## config.mk

```make
export PLATFORM = sky130hd
export DESIGN_NAME = smb_regs
export DESIGN_NICKNAME = d
export VERILOG_FILES = /design/src/hdl/smb_pkg.sv /design/src/hdl/smb_regs.sv
export SDC_FILE = /design/constraint.sdc
export NUM_CORES = 1
export LEC_CHECK = 0
export BUFFER_PORTS_ARGS = -buffer_cell sky130_fd_sc_hd__buf_4
export CAP_MARGIN = 20
export CORE_AREA = 4 4 305 307
export CTS_BUF_LIST = sky130_fd_sc_hd__clkbuf_16
export DETAILED_ROUTE_END_ITERATION = 10
export DIE_AREA = 0 0 309 311
export RECOVER_POWER = 25
export SETUP_SLACK_MARGIN = 0.5
export SLEW_MARGIN = 20
export SYNTH_ARGS = -nofsm -noshare
export SYNTH_HDL_FRONTEND = slang
export SYNTH_SLANG_ARGS = --single-unit
```

## constraint.sdc

```tcl
create_clock -name clk_i -period 10.6 [get_ports clk_i]
set_input_delay 2.12 -clock clk_i [delete_from_list [all_inputs] [get_ports clk_i]]
set_output_delay 2.12 -clock clk_i [all_outputs]
set_load 0.05 [all_outputs]
```

## src/hdl/smb_pkg.sv

```systemverilog
package smb_pkg;

   // sizing of the banks
   localparam int NUM_TRIGGERS = 4;
   localparam int NUM_MODULES = 4;
   localparam int NUM_BITSTREAMS = 8;
   localparam int TRIG_IDX_W = 2;
   localparam int MOD_IDX_W = 2;
   localparam int BS_IDX_W = 3;
   localparam int TRIG_MAP_W = $clog2(NUM_TRIGGERS + 1) - 1;
   localparam int SEL_W = 16;
   localparam int DATA_W = 32;

   // device family: 1 = two bitstreams per module, 0 = one
   localparam bit TWO_BS_FAMILY_DEFAULT = 1'b1;

   // bank codes on the bank select port
   localparam logic [1:0] BANK_TRIGGER = 2'h1;
   localparam logic [1:0] BANK_MODULE = 2'h2;
   localparam logic [1:0] BANK_BITSTREAM = 2'h3;

   // register select low bits
   localparam logic SEL_MOD_LINK = 1'b0;
   localparam logic SEL_MOD_CTRL = 1'b1;
   localparam logic [1:0] SEL_BS_ORDINAL = 2'h0;
   localparam logic [1:0] SEL_BS_LOCATION = 2'h1;
   localparam logic [1:0] SEL_BS_LENGTH = 2'h2;

   // bitstream link field layout
   localparam int LOAD_ROW_LSB = 0;
   localparam int LOAD_ROW_MSB = 15;
   localparam int CLEAR_ROW_LSB = 16;
   localparam int CLEAR_ROW_MSB = 31;

   // module sequence control field layout
   localparam int CTRL_W = 13;
   localparam int CTRL_SHUTDOWN_LSB = 0;
   localparam int CTRL_SHUTDOWN_MSB = 1;
   localparam int CTRL_STARTUP_BIT = 2;
   localparam int CTRL_RESET_LSB = 3;
   localparam int CTRL_RESET_MSB = 4;
   localparam int CTRL_DURATION_LSB = 5;
   localparam int CTRL_DURATION_MSB = 12;

   // shutdown requirement codes
   localparam logic [1:0] SHUT_NONE = 2'h0;
   localparam logic [1:0] SHUT_HW = 2'h1;
   localparam logic [1:0] SHUT_HW_SW = 2'h2;
   localparam logic [1:0] SHUT_SW_HW = 2'h3;

   // reset requirement codes
   localparam logic [1:0] RST_NONE = 2'h0;
   localparam logic [1:0] RST_RESERVED = 2'h1;
   localparam logic [1:0] RST_ACTIVE_LOW = 2'h2;
   localparam logic [1:0] RST_ACTIVE_HIGH = 2'h3;

   // values after reset
   localparam logic [DATA_W-1:0] REG_RESET = 32'h0000_0000;
   localparam logic [CTRL_W-1:0] CTRL_RESET = 13'h0000;

endpackage

```

## src/hdl/smb_regs.sv

```systemverilog
`timescale 1ns/1ns
module smb_regs #(
   parameter bit TWO_BS_FAMILY = smb_pkg::TWO_BS_FAMILY_DEFAULT
) (
   // clock and reset
   input wire logic clk_i,
   input wire logic sys_rst_i,
   // manager state
   input wire logic shutdown_i,
   // register select access
   input wire logic [1:0] reg_bank_i,
   input wire logic [smb_pkg::SEL_W-1:0] reg_sel_i,
   input wire logic reg_wr_i,
   input wire logic reg_rd_i,
   input wire logic [smb_pkg::DATA_W-1:0] reg_wdata_i,
   output logic [smb_pkg::DATA_W-1:0] reg_rdata_o,
   output logic reg_rvalid_o,
   // stored contents for the sequencer
   output logic [smb_pkg::NUM_TRIGGERS*smb_pkg::TRIG_MAP_W-1:0] trigger_map_entry_o,
   output logic [smb_pkg::NUM_MODULES*16-1:0] load_bitstream_row_o,
   output logic [smb_pkg::NUM_MODULES*16-1:0] clearing_bitstream_row_o,
   output logic [smb_pkg::NUM_MODULES*smb_pkg::CTRL_W-1:0] module_sequence_control_o,
   output logic [smb_pkg::NUM_BITSTREAMS-1:0] bitstream_ordinal_o,
   output logic [smb_pkg::NUM_BITSTREAMS*32-1:0] bitstream_location_o,
   output logic [smb_pkg::NUM_BITSTREAMS*32-1:0] bitstream_length_o
);

   localparam int TW = smb_pkg::TRIG_MAP_W;
   localparam int CW = smb_pkg::CTRL_W;

   // storage
   logic [TW-1:0] trig_q [smb_pkg::NUM_TRIGGERS];
   logic [15:0] load_row_q [smb_pkg::NUM_MODULES];
   logic [15:0] clear_row_q [smb_pkg::NUM_MODULES];
   logic [CW-1:0] ctrl_q [smb_pkg::NUM_MODULES];
   logic ordinal_q [smb_pkg::NUM_BITSTREAMS];
   logic [31:0] location_q [smb_pkg::NUM_BITSTREAMS];
   logic [31:0] length_q [smb_pkg::NUM_BITSTREAMS];
   logic [31:0] rdata_q;
   logic [31:0] rdata_d;
   logic rvalid_q;

   // row and register decode
   wire access_ok = shutdown_i;
   wire [15:0] trig_row = reg_sel_i;
   wire [14:0] mod_row = reg_sel_i[15:1];
   wire mod_reg = reg_sel_i[0];
   wire [13:0] bs_row = reg_sel_i[15:2];
   wire [1:0] bs_reg = reg_sel_i[1:0];
   wire trig_in = trig_row < 16'(smb_pkg::NUM_TRIGGERS);
   wire mod_in = mod_row < 15'(smb_pkg::NUM_MODULES);
   wire bs_in = bs_row < 14'(smb_pkg::NUM_BITSTREAMS);
   wire [smb_pkg::TRIG_IDX_W-1:0] trig_idx = trig_row[smb_pkg::TRIG_IDX_W-1:0];
   wire [smb_pkg::MOD_IDX_W-1:0] mod_idx = mod_row[smb_pkg::MOD_IDX_W-1:0];
   wire [smb_pkg::BS_IDX_W-1:0] bs_idx = bs_row[smb_pkg::BS_IDX_W-1:0];

   wire trig_hit = access_ok && (reg_bank_i == smb_pkg::BANK_TRIGGER) && trig_in;
   wire mod_hit = access_ok && (reg_bank_i == smb_pkg::BANK_MODULE) && mod_in;
   wire bs_hit = access_ok && (reg_bank_i == smb_pkg::BANK_BITSTREAM) && bs_in;

   wire wr_link = reg_wr_i && mod_hit && (mod_reg == smb_pkg::SEL_MOD_LINK);
   wire wr_ctrl = reg_wr_i && mod_hit && (mod_reg == smb_pkg::SEL_MOD_CTRL);
   wire wr_ord = reg_wr_i && bs_hit && (bs_reg == smb_pkg::SEL_BS_ORDINAL)
      && TWO_BS_FAMILY;
   wire wr_loc = reg_wr_i && bs_hit && (bs_reg == smb_pkg::SEL_BS_LOCATION);
   wire wr_len = reg_wr_i && bs_hit && (bs_reg == smb_pkg::SEL_BS_LENGTH);

   // read values per bank
   wire [31:0] rd_trig = {{(32 - TW){1'b0}}, trig_q[trig_idx]};
   wire [15:0] rd_clear = TWO_BS_FAMILY ? clear_row_q[mod_idx] : 16'h0000;
   wire [31:0] rd_link = {rd_clear, load_row_q[mod_idx]};
   wire [31:0] rd_ctrl = {{(32 - CW){1'b0}}, ctrl_q[mod_idx]};
   wire rd_ord_bit = TWO_BS_FAMILY ? ordinal_q[bs_idx] : 1'b0;
   wire [31:0] rd_ord = {31'h0000_0000, rd_ord_bit};
   wire [31:0] rd_mod = (mod_reg == smb_pkg::SEL_MOD_LINK) ? rd_link : rd_ctrl;
   wire [31:0] rd_bs =
      (bs_reg == smb_pkg::SEL_BS_ORDINAL) ? rd_ord :
      (bs_reg == smb_pkg::SEL_BS_LOCATION) ? location_q[bs_idx] :
      (bs_reg == smb_pkg::SEL_BS_LENGTH) ? length_q[bs_idx] :
      32'h0000_0000;

   assign rdata_d = trig_hit ? rd_trig :
                    mod_hit ? rd_mod :
                    bs_hit ? rd_bs :
                    32'h0000_0000;

   // registered read answer
   always_ff @(posedge clk_i)
   begin
      if (sys_rst_i)
      begin
         rdata_q <= smb_pkg::REG_RESET;
         rvalid_q <= 1'b0;
      end
      else
      begin
         rvalid_q <= reg_rd_i;
         rdata_q <= reg_rd_i ? rdata_d : smb_pkg::REG_RESET;
      end
   end

   assign reg_rdata_o = rdata_q;
   assign reg_rvalid_o = rvalid_q;

   // trigger to module map
   genvar t;
   generate
      for (t = 0; t < smb_pkg::NUM_TRIGGERS; t++)
      begin : g_trig
         wire wr_t = reg_wr_i && trig_hit && (trig_idx == smb_pkg::TRIG_IDX_W'(t));
         always_ff @(posedge clk_i)
         begin
            if (sys_rst_i)
               trig_q[t] <= '0;
            else if (wr_t)
               trig_q[t] <= reg_wdata_i[TW-1:0];
         end
         assign trigger_map_entry_o[t*TW +: TW] = trig_q[t];
      end
   endgenerate

   // module information rows
   genvar m;
   generate
      for (m = 0; m < smb_pkg::NUM_MODULES; m++)
      begin : g_mod
         wire sel_m = (mod_idx == smb_pkg::MOD_IDX_W'(m));
         always_ff @(posedge clk_i)
         begin
            if (sys_rst_i)
            begin
               load_row_q[m] <= 16'h0000;
               clear_row_q[m] <= 16'h0000;
               ctrl_q[m] <= smb_pkg::CTRL_RESET;
            end
            else
            begin
               if (wr_link && sel_m)
               begin
                  load_row_q[m] <= reg_wdata_i[smb_pkg::LOAD_ROW_MSB:smb_pkg::LOAD_ROW_LSB];
                  if (TWO_BS_FAMILY)
                     clear_row_q[m] <=
                        reg_wdata_i[smb_pkg::CLEAR_ROW_MSB:smb_pkg::CLEAR_ROW_LSB];
               end
               if (wr_ctrl && sel_m)
                  ctrl_q[m] <= reg_wdata_i[CW-1:0];
            end
         end
         assign load_bitstream_row_o[m*16 +: 16] = load_row_q[m];
         assign clearing_bitstream_row_o[m*16 +: 16] = clear_row_q[m];
         assign module_sequence_control_o[m*CW +: CW] = ctrl_q[m];
      end
   endgenerate

   // bitstream information rows
   genvar b;
   generate
      for (b = 0; b < smb_pkg::NUM_BITSTREAMS; b++)
      begin : g_bs
         wire sel_b = (bs_idx == smb_pkg::BS_IDX_W'(b));
         always_ff @(posedge clk_i)
         begin
            if (sys_rst_i)
            begin
               ordinal_q[b] <= 1'b0;
               location_q[b] <= smb_pkg::REG_RESET;
               length_q[b] <= smb_pkg::REG_RESET;
            end
            else
            begin
               if (wr_ord && sel_b)
                  ordinal_q[b] <= reg_wdata_i[0];
               if (wr_loc && sel_b)
                  location_q[b] <= reg_wdata_i;
               if (wr_len && sel_b)
                  length_q[b] <= reg_wdata_i;
            end
         end
         assign bitstream_ordinal_o[b] = ordinal_q[b];
         assign bitstream_location_o[b*32 +: 32] = location_q[b];
         assign bitstream_length_o[b*32 +: 32] = length_q[b];
      end
   endgenerate

endmodule

```

==> metrics.md <==
| Metric | Value |
|---|---|
| Cts bufs inserted | 82 |
| Drt wl/cell | 34.22 µm |
| CP Data Required Time | 11.12 ns |
| Commonest non-fill, non-tap cells in the layout | edfxtp_1, and2_1, clkbuf_1 |
| Syn Area/Cell | 15.66 µm² |
| Share of post-route cells with drive strength above 1 | 22.40% |
| Hold Crit Class | flop to flop |
| FF+latch area | 21920 µm² |
| PwrDens | 180.6 nW/µm² |
| Crit path max-delay family | buffers and inverters |
| Final WL | 140.0 mm |
| Synth Net Count | 2187 |
| Clock buffer depth | 3 |
| Clk root buf | clkbuf_16 |
| H-tree depth | 3 |
| Post-Syn Instances | 2132 |
| CP endpoint | reg_rdata_o[26] |
| Flop pwr share | 46.6% |
| Pin count of the biggest net entering global routing | 61 |
| First-pass GRT wire length | 191.6 mm |
| 1st-pass router iterations | 5 |
| Footprint of the multi-input gates | 10730 µm² |
| Die X | 309 µm |
| Power, Total | 0.007445 W |
| Slowest-stage cell, CP | clkbuf_1 |
| Max-capacitance violation count | 1 |
| Detailed-route DRC error count | 0 |
| Status | complete, but fails checks |
| Initial antenna violation count | 10 |
| IO Pins | 796 |
| Comb power frac | 15.3% |
| Clk_lat worst skew | 0.64 ns |
| Worst hold slack | 0.7362 ns |
| Ranking of synthesized cells by area | edfxtp_1, and2_1, mux4_2 |
| Violated checks | capacitance limit, slew limit |
| Max incr delay on CP | 1.74 ns |
| Placed cell count | 3933 |
| Reg2Reg Launch Point | length_q[4][21] |
| CTS Sinks | 741 |
| Routed vias | 22499 |
| Worst vdd ir | 0.0001310 V |
| TNS Setup | 0 ns |
| Cell variety after synth | 44 |
| Core Area | 90010 µm² |
| Clock-pin slew on the worst setup and hold paths | 0.06 ns |
| Final setup fails | 0 |
| Stages on worst setup path | 7 |
| Worst Tran Pin Value | 2.508 ns |
| Internal power | 0.005235 W |
| Initial Util | 37.09% |
| Synth Register Bits | 741 |
| Peak Freq | 197.4 MHz |
| Placer Congestion | 0.9954 |
| R2R cell count | 4 |
| CTS Hold Buffers Added | 0 |
| Vias in the first global route | 22321 |
| Die height | 311 µm |
| CTS resizes | 0 |
| Number of cell rows | 110 |
| Worst reg-to-reg setup slack | 8.46 ns |
| CTS tree | yes |
| Min cycle time layout | 5.067 ns |
| Total track usage | 28.41% |
| CP Launch Point | sys_rst_i |
| DIE AREA | 96100 µm² |
| P&R area growth vs syn | 23.51% |
| Most common cell after layout, fill and taps aside | edfxtp_1 |
| Drt initial violations | 2666 |
| Sw Ratio | 29.69% |
| Final net count | 2899 |
| Global route overflow | 0 |
| Final Hold Vio Count | 0 |
| RSZ-0062 raised after global routing | false |
| Critical Path Start Type | primary input |
| Leakage power | 14.54 nW |
| Final Max Slew Viols | 50 |
| Crit path cell chain | clkbuf_1 -> nand2b_1 -> inv_1 -> nand2_1 -> or4_1 -> nor2_4 -> a22o_1 |
| Non-filler cells, final | 4092 |
| Setup WS pre-CTS | 4.954 ns |
| Buf/Inv on CP | 2 |
| Fill cells | 8351 |
| RR Endpoint | reg_rdata_o[21] |
| CP Max Fanout | 49 |
| Postcts setup bufs | 0 |
| Clock network fraction of total power | 38.0% |
| CP endpoint kind | flop |
| Yosys warning total | 0 |
| Post-DP HPWL | 105.1 mm |
| Max_slew headroom | -67.21% |
| Setup Skew | 0.01931 ns |
| Crit share post-route | 47.80% |
| Net switching power | 0.002210 W |
| Crit Path Class | primary input to flop |
| Cell taking the most area after synthesis | edfxtp_1 |
| Final WS setup | 5.533 ns |
| Port Buffers | 795 |
| Register area share after synthesis | 65.66% |
| Drt via density | 5.498 |
| Cell area after synthesis | 33380 µm² |
| Final ANT Viol Nets | 0 |
| Arr. time, crit path | 5.58 ns |
| Share of the synthesized area in the top cell type | 63.68% |
kinds of logic after synthesis:
| kind of cell | synth area share (%) |
|---|---|
| flops | 65.66 |
| compound gates | 2.234 |
| mux | 14.15 |
| buf+inv | 3.002 |
| simple gates | 14.95 |
cells in the mapped netlist (all sizes together):
master   number
nor3b         2
clkbuf      103
dfxtp        33
or4           5
o21bai       37
clkinv        1
mux2          4
a21oi         1
and3          2
nand3         4
a22o         19
nor2         57
and2        663
edfxtp      708
or2           8
a211oi        1
a2111oi       1
a31oi         1
nand3b        3
o22ai        33
buf         114
nand2        26
nor2b         3
nor3         24
nand4         1
nor4          3
nor4b         1
nand2b        7
mux4        174
mux2i        76
o211ai        1
or3b          1
o21ai        12
or3           2
inv           1
worst min-delay path by stage:
stage | endpoint | depth (start not counted) | startpoint | slack [ns]
2_1_floorplan | reg_rdata_o[0] | 4 | ordinal_q[7] | 0.77
3_5_place_dp | reg_rdata_o[19] | 2 | clear_row_q[2][3] | 0.72
4_1_cts | reg_rdata_o[19] | 2 | clear_row_q[2][3] | 0.74
6_report | reg_rdata_o[19] | 2 | clear_row_q[2][3] | 0.74
3_3_place_gp | reg_rdata_o[19] | 2 | clear_row_q[0][3] | 0.73
5_1_grt | reg_rdata_o[16] | 2 | clear_row_q[2][0] | 0.79
power by group through the flow:
stage | combinational (W) | clock [W] | sequential [W]
final | 0.00114 | 0.00283 | 0.00347
after global routing | 0.00118 | 0.00299 | 0.00348
after CTS | 0.00123 | 0.00287 | 0.00348
after detailed placement | 0.00123 | 0 | 0.00354
after global placement | 0.00122 | 0 | 0.00353
after floorplan | 0.000275 | 0 | 0.00397
worst register-to-register path: stages, from the launching register on:
cell and delay [ns]:
edfxtp_1 0.48, mux4_2 0.49, mux2i_1 0.59, o22ai_1 0.18, a22o_1 0.28
sequential cells by signal (all words and copies together), names as in the netlist:
register / cells
clear_row_q: 64
ctrl_q: 52
length_q: 256
load_row_q: 64
location_q: 256
ordinal_q: 8
reg_rdata_o: 32
reg_rvalid_o: 1
trig_q: 8
stage by stage:
stage	utilization, %	area (µm²)
2_1_floorplan	-	33380
3_3_place_gp	44.87	40390
3_5_place_dp	45.02	40530
4_1_cts	47.96	43170
5_1_grt	45.79	41220
6_report	45.81	41230
layer usage:
metal | track usage, % | wire, µm | share of wire (%)
met5 | 0 | 18 | 0.013
met4 | 8.991 | 5019 | 3.6
met3 | 6.888 | 12050 | 8.6
met2 | 46.71 | 68190 | 49
met1 | 37.25 | 54760 | 39
layout make-up:
cell class	instances	area share (%)
diodes	5	0.03035
clock buffers	84	5.098
clock inverters	67	1.314
inverters	2	0.01821
multi-input cells	1172	26.03
flip-flops and latches	741	53.17
well taps	1176	3.569
repair buffers	845	10.77
(Power assumes the default switching activity.)
